### src/pll_ctrl_pkg.sv
/*
  Shared constants for the synthesizer control link: control word layout,
  reset word, result layout, timing figures and state encodings.
  Assumes a 100 MHz system clock on both ends.
*/
`default_nettype none
package pll_ctrl_pkg;
  localparam int WORD_BITS = 32;
  localparam int CNT_W = 6;
  localparam int COUNT_BITS = 20;
  localparam int UNLOCK_BITS = 4;
  localparam int RESULT_BITS = COUNT_BITS + UNLOCK_BITS;
  // Control word, shifted in bit 0 first
  localparam int DIV_LSB = 0;
  localparam int DIV_W = 16;
  localparam int BAND_DIV_LSB = 4;
  localparam int CT_POS = 16;
  localparam int PORT_LSB = 17;
  localparam int PORT_W = 5;
  localparam int PL_POS = 22;
  localparam int PH_POS = 23;
  localparam int REF_LSB = 24;
  localparam int REF_W = 3;
  localparam int BAND_POS = 27;
  localparam int PS_POS = 28;
  localparam int IS_POS = 29;
  localparam int GT_POS = 30;
  localparam int TS_POS = 31;
  localparam logic [REF_W-1:0] REF_LOOP_OFF = 3'h7;
  localparam logic [WORD_BITS-1:0] RESET_WORD = 32'h0700_0000;
  // Timing
  localparam int CLK_PERIOD_NS = 10;
  localparam int UNLOCK_NS = 8000000;
  localparam int GATE_SHORT_NS = 8000000;
  localparam int GATE_LONG_NS = 16000000;
  localparam int ERR_STEP_NS = 1100;
  localparam int PULSE_MIN_NS = 1000;
  localparam int UNLOCK_CYC = UNLOCK_NS / CLK_PERIOD_NS;
  localparam int GATE_SHORT_CYC = GATE_SHORT_NS / CLK_PERIOD_NS;
  localparam int GATE_LONG_CYC = GATE_LONG_NS / CLK_PERIOD_NS;
  localparam int ERR_STEP_CYC = (ERR_STEP_NS + CLK_PERIOD_NS - 1) / CLK_PERIOD_NS;
  localparam int HALF_BIT_CYC = (PULSE_MIN_NS + CLK_PERIOD_NS - 1) / CLK_PERIOD_NS;
  localparam int TIMER_W = 24;
  localparam int ERR_W = 10;
  typedef enum logic [3:0] {
    M_IDLE = 4'b0001,
    M_UNLOCK = 4'b0010,
    M_GATE = 4'b0100,
    M_DONE = 4'b1000
  } meas_state_t;
  typedef enum logic [4:0] {
    H_IDLE = 5'b00001,
    H_SEND = 5'b00010,
    H_END = 5'b00100,
    H_WAIT = 5'b01000,
    H_READ = 5'b10000
  } host_state_t;
endpackage
`default_nettype wire

### src/pll_link_if.sv
/*
  Three-wire control link plus the done/data return line.
  Host drives frame enable, shift clock and data; device drives done.
*/
`timescale 1ns/100ps
`default_nettype none
interface pll_link_if;
  logic frame_enable;
  logic serial_shift_clk;
  logic serial_input_line;
  logic done_flag;
  modport device(input frame_enable, input serial_shift_clk, input serial_input_line,
                 output done_flag);
  modport host(output frame_enable, output serial_shift_clk, output serial_input_line,
               input done_flag);
endinterface
`default_nettype wire

### src/pll_synth_device.sv
/*
  Synthesizer control end: serial control word receiver, settings decode,
  IF frequency counter, unlock detector and done/result shifter.
  Assumes all link and pin inputs are asynchronous to sys_clk and change
  no faster than a few hundred ns.
*/
// Functional notes
// - Band set: division from bits four upward
// - Band clear: loaded value is half ratio
// - Band and swallow set: ratio direct binary
// - Count enable clear resets counter, pulls IF
// - Output port pins follow word bits
// - Pump bits force detector high, low, normal
// - Reference code selects rate or loop off
// - Loop off pulls local inputs, floats detector
// - Band bit selects FM or AM inputs
// - Swallow division only on AM input
// - Input choice bit selects input pin
// - Count enable: measure; gate bit picks time
// - Gate only: unlock detect; none: no data
// - Twenty-bit counter counts IF during gate
// - Result bit zero is least significant
// - Unlock detection runs eight milliseconds
// - Unlock detection ends before gate starts
// - Unlock detector idle when both bits clear
// - Error level thermometer in 1.1 us steps
// - Done line goes low on completion
// - Done line shifts result, rises on frame
// - Host loads test bit as zero
`timescale 1ns/100ps
`default_nettype none
module pll_synth_device #(
  parameter int UNLOCK_CYCLES = pll_ctrl_pkg::UNLOCK_CYC,
  parameter int GATE_SHORT_CYCLES = pll_ctrl_pkg::GATE_SHORT_CYC,
  parameter int GATE_LONG_CYCLES = pll_ctrl_pkg::GATE_LONG_CYC
) (
  input wire logic sys_clk,
  input wire logic arst_n,
  pll_link_if.device link,
  input wire logic fm_intermediate_input,
  input wire logic am_intermediate_input,
  input wire logic [1:0] input_pins,
  input wire logic phase_error_in,
  input wire logic comparator_out,
  output logic [pll_ctrl_pkg::DIV_W-1:0] divider_value,
  output logic swallow_active,
  output logic am_select,
  output logic [pll_ctrl_pkg::REF_W-1:0] ref_freq_code,
  output logic loop_off,
  output logic fm_local_pulldown,
  output logic am_local_pulldown,
  output logic fm_if_pulldown,
  output logic am_if_pulldown,
  output logic phase_detector_out,
  output logic phase_detector_oe,
  output logic [pll_ctrl_pkg::PORT_W-1:0] output_port_bits,
  output logic input_port_value,
  output logic [pll_ctrl_pkg::COUNT_BITS-1:0] count_result,
  output logic [pll_ctrl_pkg::UNLOCK_BITS-1:0] unlock_error_level,
  output logic result_valid
);
  import pll_ctrl_pkg::*;

  typedef struct packed {
    logic [2:0] ce_s;
    logic [2:0] ck_s;
    logic [1:0] da_s;
    logic [2:0] fm_s;
    logic [2:0] am_s;
    logic [1:0] err_s;
    logic [1:0] cmp_s;
    logic [1:0] pin_s1;
    logic [1:0] pin_s2;
    logic [WORD_BITS-1:0] shift;
    logic [CNT_W-1:0] bitcnt;
    logic [WORD_BITS-1:0] word;
    meas_state_t mstate;
    logic [TIMER_W-1:0] timer;
    logic [COUNT_BITS-1:0] count;
    logic [ERR_W-1:0] err_run;
    logic [ERR_W-1:0] err_max;
    logic [RESULT_BITS-1:0] result_sr;
    logic done;
    logic [DIV_W-1:0] div;
    logic swallow;
    logic am_sel;
    logic [REF_W-1:0] ref_code;
    logic off;
    logic if_pull;
    logic pd_out;
    logic pd_oe;
    logic [PORT_W-1:0] ports;
    logic in_val;
    logic [COUNT_BITS-1:0] cnt_out;
    logic [UNLOCK_BITS-1:0] lvl_out;
    logic valid;
  } dev_state_t;

  localparam logic [ERR_W-1:0] STEP1 = ERR_W'(ERR_STEP_CYC);
  localparam logic [ERR_W-1:0] STEP2 = ERR_W'(2 * ERR_STEP_CYC);
  localparam logic [ERR_W-1:0] STEP3 = ERR_W'(3 * ERR_STEP_CYC);
  localparam logic [ERR_W-1:0] STEP4 = ERR_W'(4 * ERR_STEP_CYC);
  localparam logic [ERR_W-1:0] ERR_SAT = {ERR_W{1'b1}};

  dev_state_t st;
  dev_state_t next_st;
  logic ck_rise;
  logic ce_rise;
  logic ce_fall;
  logic if_edge;
  logic ct;
  logic gt;
  logic [UNLOCK_BITS-1:0] err_level;

  assign ck_rise = st.ck_s[1] & ~st.ck_s[2];
  assign ce_rise = st.ce_s[1] & ~st.ce_s[2];
  assign ce_fall = ~st.ce_s[1] & st.ce_s[2];
  assign ct = st.word[CT_POS];
  assign gt = st.word[GT_POS];
  // Band bit picks which IF pin is counted
  assign if_edge = st.am_sel ? (st.am_s[1] & ~st.am_s[2]) : (st.fm_s[1] & ~st.fm_s[2]);
  // Strictly longer than each step sets one more bit
  assign err_level = {st.err_max > STEP4, st.err_max > STEP3,
                      st.err_max > STEP2, st.err_max > STEP1};

  always_comb begin
    next_st = st;
    next_st.ce_s = {st.ce_s[1:0], link.frame_enable};
    next_st.ck_s = {st.ck_s[1:0], link.serial_shift_clk};
    next_st.da_s = {st.da_s[0], link.serial_input_line};
    next_st.fm_s = {st.fm_s[1:0], fm_intermediate_input};
    next_st.am_s = {st.am_s[1:0], am_intermediate_input};
    next_st.err_s = {st.err_s[0], phase_error_in};
    next_st.cmp_s = {st.cmp_s[0], comparator_out};
    next_st.pin_s1 = input_pins;
    next_st.pin_s2 = st.pin_s1;

    // Receive: bit 0 first, shifted on clock rise inside the frame
    if (ce_rise) begin
      next_st.bitcnt = '0;
      next_st.done = 1'b1;
    end else if (st.ce_s[1] && ck_rise) begin
      next_st.shift = {st.da_s[1], st.shift[WORD_BITS-1:1]};
      if (st.bitcnt != CNT_W'(WORD_BITS)) begin
        next_st.bitcnt = st.bitcnt + 1'b1;
      end
    end

    // Measurement sequencer
    unique case (st.mstate)
      M_IDLE: begin
      end
      M_UNLOCK: begin
        // Track the widest error pulse seen in the window
        if (st.err_s[1]) begin
          if (st.err_run != ERR_SAT) begin
            next_st.err_run = st.err_run + 1'b1;
          end
        end else begin
          next_st.err_run = '0;
        end
        if (st.err_run > st.err_max) begin
          next_st.err_max = st.err_run;
        end
        if (st.timer == '0) begin
          // Unlock window closes before the gate opens
          if (ct) begin
            next_st.mstate = M_GATE;
            next_st.timer = gt ? TIMER_W'(GATE_LONG_CYCLES - 1)
                               : TIMER_W'(GATE_SHORT_CYCLES - 1);
          end else begin
            next_st.mstate = M_DONE;
          end
        end else begin
          next_st.timer = st.timer - 1'b1;
        end
      end
      M_GATE: begin
        if (if_edge) begin
          next_st.count = st.count + 1'b1;
        end
        if (st.timer == '0) begin
          next_st.mstate = M_DONE;
        end else begin
          next_st.timer = st.timer - 1'b1;
        end
      end
      M_DONE: begin
      end
    endcase

    // Completion: drop done, load result, bit 0 goes out first
    if (st.mstate != M_DONE && next_st.mstate == M_DONE) begin
      next_st.done = 1'b0;
      next_st.result_sr = {err_level, st.count};
      next_st.cnt_out = st.count;
      next_st.lvl_out = err_level;
      next_st.valid = 1'b1;
    end else if (st.mstate == M_DONE && !st.ce_s[1] && ck_rise) begin
      // Each clock rise outside a frame presents the next result bit
      next_st.done = st.result_sr[0];
      next_st.result_sr = {1'b0, st.result_sr[RESULT_BITS-1:1]};
    end

    // Only a whole word is applied, all fields at once
    if (ce_fall && st.bitcnt == CNT_W'(WORD_BITS)) begin
      next_st.word = st.shift;
      next_st.err_run = '0;
      next_st.err_max = '0;
      next_st.count = '0;
      next_st.valid = 1'b0;
      next_st.timer = TIMER_W'(UNLOCK_CYCLES - 1);
      if (st.shift[CT_POS] || st.shift[GT_POS]) begin
        next_st.mstate = M_UNLOCK;
      end else begin
        next_st.mstate = M_IDLE;
      end
    end

    // Count enable clear holds the counter at zero
    if (!ct) begin
      next_st.count = '0;
    end

    // Settings decode, registered so outputs come from flops
    // Swallow mode on the AM side takes all sixteen bits as the ratio
    next_st.div = (st.word[BAND_POS] && !st.word[PS_POS])
                  ? {{BAND_DIV_LSB{1'b0}}, st.word[DIV_W-1:BAND_DIV_LSB]}
                  : st.word[DIV_LSB +: DIV_W];
    next_st.am_sel = st.word[BAND_POS];
    next_st.swallow = st.word[BAND_POS] & st.word[PS_POS];
    next_st.ref_code = st.word[REF_LSB +: REF_W];
    next_st.off = (st.word[REF_LSB +: REF_W] == REF_LOOP_OFF);
    next_st.if_pull = ~ct;
    next_st.ports = st.word[PORT_LSB +: PORT_W];
    next_st.in_val = st.word[IS_POS] ? st.pin_s2[1] : st.pin_s2[0];
    if (next_st.off) begin
      next_st.pd_oe = 1'b0;
      next_st.pd_out = 1'b0;
    end else begin
      next_st.pd_oe = 1'b1;
      unique case ({st.word[PH_POS], st.word[PL_POS]})
        2'b00: next_st.pd_out = st.cmp_s[1];
        2'b10: next_st.pd_out = 1'b1;
        default: next_st.pd_out = 1'b0;
      endcase
    end
  end

  always_ff @(posedge sys_clk or negedge arst_n) begin
    if (!arst_n) begin
      st <= '0;
      st.mstate <= M_IDLE;
      st.word <= RESET_WORD;
      st.ref_code <= REF_LOOP_OFF;
      st.off <= 1'b1;
      st.if_pull <= 1'b1;
      st.done <= 1'b1;
    end else begin
      st <= next_st;
    end
  end

  assign link.done_flag = st.done;
  assign divider_value = st.div;
  assign swallow_active = st.swallow;
  assign am_select = st.am_sel;
  assign ref_freq_code = st.ref_code;
  assign loop_off = st.off;
  // Pulldown of both local inputs tracks loop off
  assign fm_local_pulldown = st.off;
  assign am_local_pulldown = st.off;
  assign fm_if_pulldown = st.if_pull;
  assign am_if_pulldown = st.if_pull;
  assign phase_detector_out = st.pd_out;
  assign phase_detector_oe = st.pd_oe;
  assign output_port_bits = st.ports;
  assign input_port_value = st.in_val;
  assign count_result = st.cnt_out;
  assign unlock_error_level = st.lvl_out;
  assign result_valid = st.valid;
endmodule
`default_nettype wire

### src/flat_wrapper.sv
// flat-port wrapper written by rule: the top's interface ports become plain ports
module pll_synth_device_flat import pll_ctrl_pkg::*;
#(
  parameter int UNLOCK_CYCLES = pll_ctrl_pkg::UNLOCK_CYC,
  parameter int GATE_SHORT_CYCLES = pll_ctrl_pkg::GATE_SHORT_CYC,
  parameter int GATE_LONG_CYCLES = pll_ctrl_pkg::GATE_LONG_CYC
)
  (sys_clk, arst_n, fm_intermediate_input, am_intermediate_input, input_pins, phase_error_in, comparator_out, divider_value, swallow_active, am_select, ref_freq_code, loop_off, fm_local_pulldown, am_local_pulldown, fm_if_pulldown, am_if_pulldown, phase_detector_out, phase_detector_oe, output_port_bits, input_port_value, count_result, unlock_error_level, result_valid, link_frame_enable, link_serial_shift_clk, link_serial_input_line, link_done_flag);
  pll_link_if link_i ();
  input wire logic sys_clk;
  input wire logic arst_n;
  input wire logic fm_intermediate_input;
  input wire logic am_intermediate_input;
  input wire logic [1:0] input_pins;
  input wire logic phase_error_in;
  input wire logic comparator_out;
  output logic [pll_ctrl_pkg::DIV_W-1:0] divider_value;
  output logic swallow_active;
  output logic am_select;
  output logic [pll_ctrl_pkg::REF_W-1:0] ref_freq_code;
  output logic loop_off;
  output logic fm_local_pulldown;
  output logic am_local_pulldown;
  output logic fm_if_pulldown;
  output logic am_if_pulldown;
  output logic phase_detector_out;
  output logic phase_detector_oe;
  output logic [pll_ctrl_pkg::PORT_W-1:0] output_port_bits;
  output logic input_port_value;
  output logic [pll_ctrl_pkg::COUNT_BITS-1:0] count_result;
  output logic [pll_ctrl_pkg::UNLOCK_BITS-1:0] unlock_error_level;
  output logic result_valid;
  input wire logic [$bits(link_i.frame_enable)-1:0] link_frame_enable;
  input wire logic [$bits(link_i.serial_shift_clk)-1:0] link_serial_shift_clk;
  input wire logic [$bits(link_i.serial_input_line)-1:0] link_serial_input_line;
  output wire logic [$bits(link_i.done_flag)-1:0] link_done_flag;
  assign link_i.frame_enable = link_frame_enable;
  assign link_i.serial_shift_clk = link_serial_shift_clk;
  assign link_i.serial_input_line = link_serial_input_line;
  assign link_done_flag = link_i.done_flag;
  pll_synth_device #(.UNLOCK_CYCLES(UNLOCK_CYCLES), .GATE_SHORT_CYCLES(GATE_SHORT_CYCLES), .GATE_LONG_CYCLES(GATE_LONG_CYCLES)) u_core (.sys_clk(sys_clk), .arst_n(arst_n), .link(link_i), .fm_intermediate_input(fm_intermediate_input), .am_intermediate_input(am_intermediate_input), .input_pins(input_pins), .phase_error_in(phase_error_in), .comparator_out(comparator_out), .divider_value(divider_value), .swallow_active(swallow_active), .am_select(am_select), .ref_freq_code(ref_freq_code), .loop_off(loop_off), .fm_local_pulldown(fm_local_pulldown), .am_local_pulldown(am_local_pulldown), .fm_if_pulldown(fm_if_pulldown), .am_if_pulldown(am_if_pulldown), .phase_detector_out(phase_detector_out), .phase_detector_oe(phase_detector_oe), .output_port_bits(output_port_bits), .input_port_value(input_port_value), .count_result(count_result), .unlock_error_level(unlock_error_level), .result_valid(result_valid));
endmodule
### config.mk
export PLATFORM = sky130hd
export DESIGN_NAME = pll_synth_device_flat
export DESIGN_NICKNAME = d
export VERILOG_FILES = /design/src/pll_ctrl_pkg.sv /design/src/pll_link_if.sv /design/src/pll_synth_device.sv /design/src/flat_wrapper.sv
export SDC_FILE = /design/constraint.sdc
export NUM_CORES = 1
export LEC_CHECK = 0
export ABC_AREA = 1
export BUFFER_PORTS_ARGS = -buffer_cell sky130_fd_sc_hd__buf_2
export CAP_MARGIN = 20
export CORE_MARGIN = 5
export CORE_UTILIZATION = 45
export CTS_CLUSTER_DIAMETER = 40
export DETAILED_ROUTE_END_ITERATION = 12
export PLACE_DENSITY = 0.72
export SYNTH_ARGS = -nofsm -noshare
export SYNTH_HDL_FRONTEND = slang
export SYNTH_SLANG_ARGS = --single-unit
export TNS_END_PERCENT = 5
### constraint.sdc
create_clock -name sys_clk -period 2.47 [get_ports sys_clk]
set_input_delay 0.3705 -clock sys_clk [delete_from_list [all_inputs] [get_ports sys_clk]]
set_output_delay 0.3705 -clock sys_clk [all_outputs]
set_load 0.02 [all_outputs]
# Word level (Yosys, flattened, before mapping)
# Index checks and enable logic that the tools add are counted.
totals:
  register_bits: 240
  input_bits: 11
  out_inout_bits: 60
  word_cells: 124
op_classes:
  add_sub_neg: 4
  order_cmp: 5
  eq_ne: 15
  mux: 30
  n_bitwise: 13
  n_reduce_logical: 25
op_table:
  columns: ["operator", "n"]
  rows:
  - ["two-way mux 20 bit", 4]
  - ["two-way mux 24 bit", 3]
  - ["two-way mux 68 bit", 1]
  - ["case mux 28 bit (2 select lines)", 1]
  - ["two-way mux 25 bit", 2]
  - ["two-way mux 10 bit", 3]
  - ["logical NOT 24 bit", 1]
  - ["subtractor 24 x 1 -> 24 bit, second input constant", 1]
  - ["two-way mux 21 bit", 1]
  - ["adder 20 x 1 -> 20 bit, second input constant", 1]
  - ["> comparator 10 x 9 -> 1 bit, second input constant", 2]
  - ["two-way mux 6 bit", 3]
  - ["two-way mux 16 bit", 1]
  - ["two-way mux 4 bit", 3]
  - ["!= test 3 bit, second input constant", 4]
  - ["nonzero test 2 bit", 6]
  - ["adder 10 x 1 -> 10 bit, second input constant", 1]
  - ["> comparator 10 bit", 1]
  - ["> comparator 10 x 7 -> 1 bit, second input constant", 1]
  - ["> comparator 10 x 8 -> 1 bit, second input constant", 1]
  - ["!= test 10 bit, second input constant", 1]
  - ["AND reduction 2 bit", 5]
  - ["== test 4 bit, second input constant", 2]
  - ["NOT 1 bit", 7]
  - ["other kinds (19)", 36]

# Longest topological paths before layout
# Gate-level depths: netlist of run 1.
depth:
  word_depth: 8
  depth_mapped: 12
  depth_no_buf: 12

# Worst setup path after synthesis of run 1
# Ideal clock, no wire load.
synth_path:
  kind: "register to register"
  startpoint: "reg u_core.st[121] (netlist bit)"
  endpoint: "reg u_core.st (netlist bit u_core.count_result[12])"
  setup_time_ns: 0.118
  arrival_ns: 1.673
  t_required_ns: 2.352
  path_slack_ns: 0.679
  path_stages_with_launch: 12
  n_path_buf: 2
  period_less_slack_ns: 1.791
  cell_sequence: "dfrtp_1 -> inv_1 -> ha_1 -> nand2_2 -> nor2_4 -> nand3_4 -> nand2_2 -> nand2_2 -> buf_4 -> buf_6 -> nand3_1 -> nand2_1"
synth_via:
  elab_chain_cells: 5
  elab_cells_between_ends: 6
  cone_classes: "1 x eq/ne; 3 x mux; 2 x reduce/logical"
synth_rtl:
  columns: ["element", "line", "source"]
  rows:
  - ["start: declaration", "pll_synth_device.sv:105", "dev_state_t st;"]
  - ["start signal: assignment", "pll_synth_device.sv:260", "st <= next_st;"]
  - ["logical NOT 24 bit *", "pll_synth_device.sv:165, pll_synth_device.sv:182", null]
  - ["two-way mux 4 bit (on tied branches)", "pll_synth_device.sv:182, pll_synth_device.sv:165", null]
  - ["case mux 28 bit (2 select lines) *", "pll_synth_device.sv:150", "unique case (st.mstate)"]
  - ["== test 4 bit *", "pll_synth_device.sv:193", "if (st.mstate != M_DONE && next_st.mstate == M_DONE) begin"]
  - ["logical AND 1 bit *", "pll_synth_device.sv:193", null]
# Mark *: on every way between the ends. The rest lies on a longest branch, timed or not.
# A chain may end at the register's enable or synchronous reset.

# Final worst setup path of run 1
layout_path:
  startpoint: "reg u_core.st[121] (netlist bit)"
  endpoint: "reg u_core.st[70] (netlist bit)"
layout_via:
  elab_chain_cells: 6
  elab_cells_between_ends: 8
  cone_classes: "1 x eq/ne; 4 x mux; 3 x reduce/logical"
layout_rtl:
  columns: ["element", "line"]
  rows:
  - ["logical NOT 24 bit *", "pll_synth_device.sv:165, pll_synth_device.sv:182"]
  - ["two-way mux 4 bit (on tied branches)", "pll_synth_device.sv:182, pll_synth_device.sv:165"]
  - ["case mux 28 bit (2 select lines) *", "pll_synth_device.sv:150"]
  - ["== test 4 bit *", "pll_synth_device.sv:193"]
  - ["logical AND 1 bit *", "pll_synth_device.sv:193"]
  - ["two-way mux 25 bit / nonzero test 2 bit (equally long branches)", null]
# Marked as above.

==> summary.md, run 1 <==
| Metric | Value |
|---|---|
| Status | finished, final reports clean |
| Pin count of the biggest net entering global routing | 76 |
| GRT overflow | 0 |
| Share of post-route cells with drive strength above 1 | 14.0% |
| Crit start category | flop |
| Setup TNS | 0 ns |
| CP Class | flop to flop |
| Layout area overhead | 15.5% |
| Worst Path Buf+Inv | 2 |
| 1st-pass router iterations | 6 |
| Initial antenna violation count | 0 |
| Post-synth EDFFs | 0 |
| Clock Sinks | 240 |
| Count of yosys warnings during synthesis | 0 |
| Data required time of the worst path | 2.85 ns |
| Synth Instances | 1,289 |
| Post-synth top area share | 51.8% |
| Core ar. | between 20,000 and 25,000 um2 |
| Worst Tran Pin Value | 0.911 ns |
| Residual DRC | 0 |
| Root Buffer | clkbuf_16 |
| Worst-path maximum fanout | 38 |
| Achievable frequency | ~460 MHz |
| Nature of the critical path endpoint | flop |
| Fin cells | ~1,700 |
| Final nets | 1,362 |
| Max-slew violation count | 0 |
| CP top delay family | simple AND/OR/NAND/NOR gates |
| Synth area leaders | dfrtp_1, nand2_1, nand3_1, o21ai_0, inv_1 |
| LEAKAGE | 0.00640 uW |
| IO buf count | 70 |
| Hold Fails Final Rpt | 0 |
| Vias | 8,700 |
| CTS buffer count | 34 |
| Io pins | 71 |
| Clk buf depth | 3 |
| Final hold slack | 0.342 ns |
| Max incr delay on CP | 0.37 ns |
| Tot GR Track Use | 17.2% |
| Via density | 5.16 |
| Synth Area per Inst | between 8 and 9 um2 |
| Biggest area consumer among synthesized cells | dfrtp_1 |
| CTS tree | yes |
| Slowest-stage cell, CP | dfrtp_1 |
| Post-Route WL | 23,800 um |
| Clock skew | 0.0290 ns |
| Sequential-to-total area share from yosys stat | 54.2% |
| Final setup violation count | 0 |
| Fin crit share | 88.8% |
| Wirelength per Cell | roughly 14 um |
| Initial core utilization | 45.7% |
| Power Density | 709 nW/um2 |
| Antenna Cells | 0 |
| Ys async rst share | 100% |
| Most used cell, CP | nand2_2 |
| ANT nets after route | 0 |
| Full die area | 27,900 um2 |
| Chip width | 167 um |
| # rows | 57 |
| Crit-path cells | inv_1 > ha_1 > nand2_2 > nor2_4 > nand3_4 > nand2_2 > nand2_2 > buf_12 > nand4_1 > nand3_1 |
| Number of global-route vias before repair | approximately 8,500 |
| CTS H-tree lvls | 2 |
| Relative slew slack | approximately two fifths |
| Netlist Area Pre-Place | 11,100 um2 |
| Post-Syn Nets | 1,315 |
| First-pass GRT wire length | 41,300 um |
| Worst skew pair latency | 0.52 ns |
| Min-delay worst type | flop to flop |
| Postcts setup bufs | 0 |
| Count leader, synth | nand2_1 |
| Netlist cell types | 42 |
| Worst-path clk slew | 0.06 ns |
| Detailed Place HPWL | 15,800 um |
| Die span in y | 167 um |
| Synth top cells by count | nand2_1, dfrtp_1, nand3_1 |
| Starting DRT DRC Count | approximately 720 |
| Final GP Congestion | roughly 0.88 |
| Register bit count reported by yosys | 240 |
| Post-synth top flop | dfrtp_1 |
| Placed instance count | between 1,500 and 2,000 |
| Reg2reg setup slack | 0.28 ns |
| Crit path time final | 2.19 ns |
| Unrepaired setup endpoints after global routing | false |
| VDD IR max | 464 uV |
| Crit path DAT | between 2 and 3 ns |
| Number of max-cap violations | 0 |
[layer usage]
layer	vias to the layer above	global-route usage (%)	wire, um
met1	4204	25.0	11200
met3	36	3.32	1450
met2	230	26.8	10800
met4	0	4.27	403
met5	-	0	0
li1	4230	-	-
[kinds of logic (layout without fill, tap and decap cells)]
| logic type | after synthesis | in the layout | synth area share, % |
|---|---|---|---|
| XOR/XNOR | 20 | 20 | 1.58 |
| multiplexers | 2 | 2 | 0.203 |
| flip-flops | 240 | 240 | 54.2 |
| AND/OR/NAND/NOR | 615 | 615 | 24.3 |
| adder cells (fa/ha/maj) | 15 | 15 | 1.69 |
| buffers and inverters | 226 | 298 | 10.0 |
| AO/OA/AOI/OAI | 171 | 171 | 8.03 |
[where the power goes]
group / switching (uW) / leakage [uW] / internal (uW)
clock network: 1810 / 0.000568 / 3080
registers: 29.1 / 0.00325 / 3990
logic: 135 / 0.00258 / 56.9
[what timing repair did]
action | in CTS | in global routing
hold buffers | 10 | 0
endpoints found under the hold margin | 63 | 0
setup endpoints to repair | 0 | 1
resized for setup | 0 | 1
[path summary, 6_finish.rpt]
kind / start / cells past startpoint / to
max in group asynchronous: arst_n / 3 / u_core.st[154]
max reg2reg: u_core.st[121] / 10 / u_core.st[70]
max: u_core.st[121] / 10 / u_core.st[70]
min in group asynchronous: arst_n / 2 / u_core.st[126]
min: u_core.next_st[226] / 0 / u_core.st[226]
min reg2reg: u_core.next_st[226] / 0 / u_core.st[226]
[placed cells by master, fill, tap and decap left out, types with 4 or more instances in the layout]
master,n
nand2_1,300
dfrtp_1,230
nand3_1,129
inv_1,126
o21ai_0,109
nor2_1,108
buf_2,69
a21oi_1,40
nand4_1,35
clkbuf_16,34
buf_4,21
xor2_1,17
ha_1,15
o21ai_1,10
dlygate4sd3_1,10
dfstp_2,10
nor3_1,7
nand2_2,6
clkbuf_8,6
buf_12,6
nor2_2,5
nand3b_1,5
nor4_1,5
clkbuf_1,4
[layout make-up]
type	instances	area, um2
clock buffers	44	948
inverters	130	488
repair buffers	107	738
clock inverters	17	234
well taps	324	405
fillers	2147	11500
multi-input cells	823	4000
flip-flops and latches	240	6020
[worst register-to-register path, stage by stage, from the launching register on]
cell	delay, ns
dfrtp_1	0.37
inv_1	0.11
ha_1	0.22
nand2_2	0.11
nor2_4	0.25
nand3_4	0.16
nand2_2	0.13
nand2_2	0.23
buf_12	0.27
nand4_1	0.13
nand3_1	0.10
[registers in the layout, summed over array words and instances (netlist names)]
register                   flops
u_core.output_port_bits        5
u_core.count_result           20
u_core.am_local_pulldown       1
u_core.input_port_value        1
u_core.result_valid            1
u_core.am_select               1
u_core.st                    159
u_core.phase_detector_oe       1
u_core.link.done_flag          1
u_core.ref_freq_code           3
u_core.gt                      1
u_core.ct                      1
u_core.divider_value          16
u_core.unlock_error_level      4
u_core.next_st                22
u_core.phase_detector_out      1
u_core.swallow_active          1
u_core.am_if_pulldown          1
[through the flow]
step / setup WS [ns] / instance area (um2) / util, % / power [uW]
final: 0.276 / 12800 / 52.8 / 9100
after global routing: 0.0239 / 12800 / 52.8 / 9430
after CTS: 0.234 / 12800 / 52.7 / 9190
after detailed placement: 0.293 / 11500 / 47.5 / 4270
after global placement: 0.380 / 11500 / 47.5 / 4270
after floorplan: 0.679 / 11100 / - / 4140
No activity file was read; power rests on OpenSTA's default activity.
==> run 2, diff against run 1 <==
- CORE_UTILIZATION: 45 -> 61
- PLACE_DENSITY: 0.72 -> 0.9
==> run 2 against run 1 <==
Sequential cell count is the same. Maximum frequency shrank 4.8%. Non-clock buffer count grew 1. Routed wire length is 8.7% higher. Largest power group unchanged.
==> summary.md, run 2 (same netlist as run 1, synthesis figures left out) <==
| Metric | Value |
|---|---|
| CTS buffer count | 30 |
| Core ar. | 18,000 um2 |
| Tot GR Track Use | 24.4% |
| Setup WS pre-CTS | 0.206 ns |
| Number of max-cap violations | 0 |
| Antenna Cells | 0 |
| Wirelength per Cell | 16.3 um |
| Status | finished, final reports clean |
| Commonest non-fill, non-tap cells in the layout | nand2_1, dfrtp_1, nand3_1 |
| Placed cell area | 11,400 um2 |
| Final GP Congestion | about 0.94 |
| Crit start category | flop |
| Min-delay worst type | flop to flop |
| Layout area overhead | 13.2% |
| Crit path time final | approximately 2.3 ns |
| Post-Route WL | 25,900 um |
| Hold Path Cell Cnt | 0 |
| Nature of the critical path endpoint | flop |
| Io pins | 71 |
| Filler Cells Inserted | 1,222 |
| Power Density | 685 nW/um2 |
| 1st-pass router iterations | 6 |
| Final Cell Area | 12,600 um2 |
| Vias | 9,088 |
| Data required time of the worst path | 2.88 ns |
| Via density | 5.73 |
| CTS H-tree lvls | 1 |
| R2R depth | 10 |
| Clk buf depth | 3 |
| Detailed Place HPWL | 16,100 um |
| IO buf count | 70 |
| Worst-path maximum fanout | 31 |
| Share of post-route cells with drive strength above 1 | 13.9% |
| LEAKAGE | 0.00633 uW |
| Final hold slack | ~0.35 ns |
| Max-slew violation count | 0 |
| Relative slew slack | 50.6% |
| Residual DRC | 0 |
| Slack of the critical path | roughly 0.16 ns |
| Final setup violation count | 0 |
| Die span in y | 145 um |
| Starting DRT DRC Count | 925 |
| Commonest non-fill, non-tap cell in the layout | nand2_1 |
| Chip width | ~140 um |
| Number of global-route vias before repair | 9,197 |
| Max reg flops | 159 |
| Setup TNS | 0 ns |
| Initial antenna violation count | 0 |
| Root Buffer | clkbuf_16 |
| ANT nets after route | 0 |
| Clock Sinks | 240 |
| # rows | 49 |
| Max incr delay on CP | 0.39 ns |
| VDD IR max | 806 uV |
| Crit path DAT | 2.71 ns |
| Worst-path clk slew | 0.06 ns |
| Fin crit share | 93.4% |
| CTS tree | yes |
| Slowest-stage cell, CP | dfrtp_1 |
| Worst skew pair latency | ~0.54 ns |
| Initial core utilization | 61.9% |
| Final nets | 1,359 |
| Pwr Total | 8620 uW |
| Largest Register | u_core.st |
| GRT overflow | 0 |
| Achievable frequency | 434 MHz |
| Clock skew | 0.0124 ns |
| Hold Fails Final Rpt | 0 |
| Pin count of the biggest net entering global routing | 69 |
| Worst Tran Pin Value | 0.740 ns |
| Most used cell, CP | nand2_2 |
| First-pass GRT wire length | 44,100 um |
| Full die area | 21,000 um2 |
| Crit-path cells | inv_1 > ha_1 > nand2_2 > nor2_4 > nand3_4 > nand2_2 > nand2_2 > buf_12 > nand4_1 > nand3_1 |
| CP Class | flop to flop |
-- run 2: cell count changes in the layout (fill, tap and decap cells not counted), moves of 2 or more --
cell	change
clkinv_2	-2
inv_8	+2
clkbuf_16	-3
clkinv_8	-2
clkinvlp_4	+2
-- run 2: area by class of cell --
class	count	area (um2)	area share, %
inverter	130	488	3.88
clock buffer	42	877	6.97
sequential	240	6020	47.8
tap	229	287	2.28
clock inverter	14	160	1.27
timing repair buffer	108	746	5.93
multi-input combinational	823	4000	31.8
-- run 2: path summary, 6_finish.rpt --
| check | slack [ns] | start | endpoint |
|---|---|---|---|
| max in group asynchronous | 1.32 | arst_n | u_core.ref_freq_code[0] |
| min in group asynchronous | 0.39 | arst_n | u_core.st[161] |
| worst min register to register | 0.35 | u_core.next_st[219] | u_core.st[219] |
| worst min-delay path | 0.35 | u_core.next_st[219] | u_core.st[219] |
| worst max-delay path | 0.16 | u_core.st[121] | u_core.st[64] |
| worst max register to register | 0.16 | u_core.st[121] | u_core.st[64] |
-- run 2: worst max-delay path: cells and delay by family, from the launching register on --
family | cells | cell delay [ns]
and+or+nand+nor | 7 | 1.16
DFF | 1 | 0.39
buffers and inverters | 2 | 0.41
adders and majority gates | 1 | 0.22
-- run 2: stage by stage --
| step | util (%) | std cells |
|---|---|---|
| after CTS | 69.9 | 1585 |
| after global placement | 63.6 | 1519 |
| after detailed placement | 63.6 | 1519 |
| after floorplan | - | 1289 |
| final | 70.0 | 1586 |
| after global routing | 70.0 | 1586 |
-- run 2: repair_timing --
action                                  in CTS  in global routing
endpoints found under the hold margin       72                  0
gates resized for setup                      0                  3
endpoints found under the setup margin       0                 15
hold buffers                                10                  0
setup buffers                                0                  1
-- run 2: metal layers --
layer	wire length [um]	global-route usage [%]	vias to the layer above
met3	2100	4.43	87
met5	0	0	-
met4	846	7.86	0
met2	12800	41.2	483
li1	-	-	4212
met1	10100	32.2	4306
-- run 2: where the power goes --
group | internal [uW] | switching (uW) | leakage (uW)
Combinational | 57.0 | 138 | 0.00258
Sequential | 3990 | 35.7 | 0.00325
Clock | 2710 | 1680 | 0.000494
==> run 3, diff against run 2 <==
- PLACE_DENSITY: 0.9 -> 0.8
- SETUP_SLACK_MARGIN: not set -> 0.2
==> run 3 against run 2 <==
Global-route usage fell by 0.80 points. Via count fell by 2.8%. Final cell count rose by 0.19%. Combinational power fell by 3%. Clock-buffer cell count fell by 1. Cell area rose by 0.90%. Worst hold slack barely moved. Non-clock buffer count fell by 2. Register-to-register slack improved by 0.17 ns. Power rose by 7.1%. Critical path type unchanged. Critical endpoint is now u_core.st[123]. Largest cell class unchanged.
==> summary.md, run 3 (same netlist as run 1, synthesis figures left out) <==
| Metric | Value |
|---|---|
| Relative slew slack | 48.6% |
| Core ar. | 18,000 um2 |
| IO buf count | 70 |
| Final hold slack | 0.347 ns |
| Max-slew violation count | 0 |
| Hold Fails Final Rpt | 0 |
| Slack of the critical path | 0.333 ns |
| Chip width | 145 um |
| Crit start category | flop |
| Setup TNS | 0 ns |
| Full die area | 21,000 um2 |
| GRT overflow | 0 |
| Initial antenna violation count | 0 |
| Min-delay worst type | flop to flop |
| Hold path startpoint | u_core.next_st[236] |
| First-pass GRT wire length | roughly 42,000 um |
| Hold Path Cell Cnt | 0 |
| Crit-path cells | inv_1 > ha_1 > nand2_2 > nor2_4 > nand4_1 > nand2_1 > nand2_1 > buf_4 > nor2_1 > a21oi_1 |
| Antenna Cells | 0 |
| Reg2reg setup slack | 0.33 ns |
| Most used cell, CP | nand2_1 |
| CP Class | flop to flop |
| Worst-path maximum fanout | 14 |
| Root Buffer | clkbuf_16 |
| Status | finished, final reports clean |
| CTS buffer count | 34 |
| CP top delay family | simple AND/OR/NAND/NOR gates |
| Setup WS pre-CTS | approximately 0.27 ns |
| Nature of the critical path endpoint | flop |
| Placed instance count | approximately 1,500 |
| Worst Path Buf+Inv | 2 |
| Commonest non-fill, non-tap cells in the layout | nand2_1, dfrtp_1, nand3_1 |
| Starting DRT DRC Count | 764 |
| Slowest-stage cell, CP | dfrtp_1 |
| Worst-path clk slew | 0.06 ns |
| Pin count of the biggest net entering global routing | 74 |
| Clk buf depth | 3 |
| Number of global-route vias before repair | between 8,000 and 9,000 |
| VDD IR max | 638 uV |
| 1st-pass router iterations | 5 |
| Crit path DAT | about 2.5 ns |
| Io pins | slightly above 70 |
| Data required time of the worst path | 2.85 ns |
| Worst Tran Pin Value | 0.771 ns |
| Worst skew pair latency | 0.50 ns |
| Wirelength per Cell | 15.3 um |
| Detailed Place HPWL | 15,800 um |
| Largest Register | u_core.st |
| Max incr delay on CP | 0.37 ns |
| Vias | 8,830 |
| Achievable frequency | about 470 MHz |
| Residual DRC | 0 |
| Worst reg2reg startpoint | u_core.st[121] |
| Layout area overhead | 14.2% |
| Final GP Congestion | 0.944 |
| Final setup violation count | 0 |
| Filler Cells Inserted | between 1,000 and 1,500 |
| LEAKAGE | 0.00639 uW |
| Power Density | 727 nW/um2 |
| Die span in y | between 100 and 150 um |
| Initial core utilization | between 60% and 70% |
| Unrepaired setup endpoints after global routing | true |
| R2r endpoint | u_core.st[123] |
| Crit path time final | 2.14 ns |
| ANT nets after route | 0 |
| Hold EP | u_core.next_st[237] |
| CTS tree | yes |
| CTS H-tree lvls | 2 |
| Final nets | 1,361 |
| R2R depth | 10 |
| Number of max-cap violations | 0 |
| Fin crit share | 86.5% |
| Tot GR Track Use | 23.6% |
| Max reg flops | 159 |
| Clock Sinks | 240 |
| Fin cells | 1,589 |
| Via density | 5.56 |
| Post-Route WL | 24,400 um |
| Share of post-route cells with drive strength above 1 | 14.3% |
| Commonest non-fill, non-tap cell in the layout | nand2_1 |
| Clock skew | around 0.018 ns |
| # rows | roughly 50 |
==> run 3: cell count changes in the layout (fill, tap and decap cells not counted), moves of 2 or more <==
cell        before  now
buf_12           6    4
bufinv_16        2    5
clkbuf_16       31   35
clkbuf_8         6    2
clkinv_2         1    4
clkinvlp_4       5    3
inv_6            3    7
inv_8            2    0
nand2_4          0    2
==> run 3: report_power, final <==
part / switching (uW) / leakage, uW / internal (uW)
sequential: 36.1 / 0.00325 / 3990
combinational: 134 / 0.00257 / 55.5
clock: 1800 / 0.000577 / 3210
==> run 3: layout make-up <==
type / instances / area (um2) / area share, %
sequential: 240 / 6020 / 47.4
inverter: 130 / 492 / 3.87
clock inverter: 20 / 264 / 2.08
tap: 229 / 287 / 2.26
clock buffer: 41 / 918 / 7.24
multi-input combinational: 823 / 4010 / 31.6
timing repair buffer: 106 / 706 / 5.56
==> run 3: timing repair <==
item                                    4_1_cts  5_1_grt
hold buffers                                 10        0
buffers inserted                              0        2
gates resized for setup                       0        7
endpoints found under the setup margin        0       61
endpoints found under the hold margin        73        0
==> run 3: worst max-delay path by stage <==
stage	startpoint	slack, ns	to	depth (start not counted)
2_1_floorplan	u_core.st[121]	0.68	u_core.count_result[12]	11
3_3_place_gp	u_core.st[181]	0.40	u_core.st[116]	11
3_5_place_dp	u_core.st[181]	0.27	u_core.st[116]	11
4_1_cts	u_core.st[181]	0.27	u_core.st[116]	11
5_1_grt	u_core.st[181]	0.16	u_core.st[130]	11
6_report	u_core.st[121]	0.33	u_core.st[123]	10
==> run 3: per-layer routing <==
layer  vias up  global-route usage [%]  wire length [um]
met1      4274                    33.4             10700
met5         -                       0                 0
met2       290                    38.5             11700
li1       4217                       -                 -
met4         0                    6.26               474
met3        49                    3.62              1440
==> run 3: stage by stage <==
| stage | util (%) | total power, uW | instance area (um2) |
|---|---|---|---|
| 3_5_place_dp | 63.3 | 4270 | 11400 |
| 4_1_cts | 70.5 | 9310 | 12700 |
| 6_report | 70.7 | 9230 | 12700 |
| 5_1_grt | 70.7 | 9540 | 12700 |
| 2_1_floorplan | - | 4140 | 11100 |
| 3_3_place_gp | 63.3 | 4270 | 11400 |
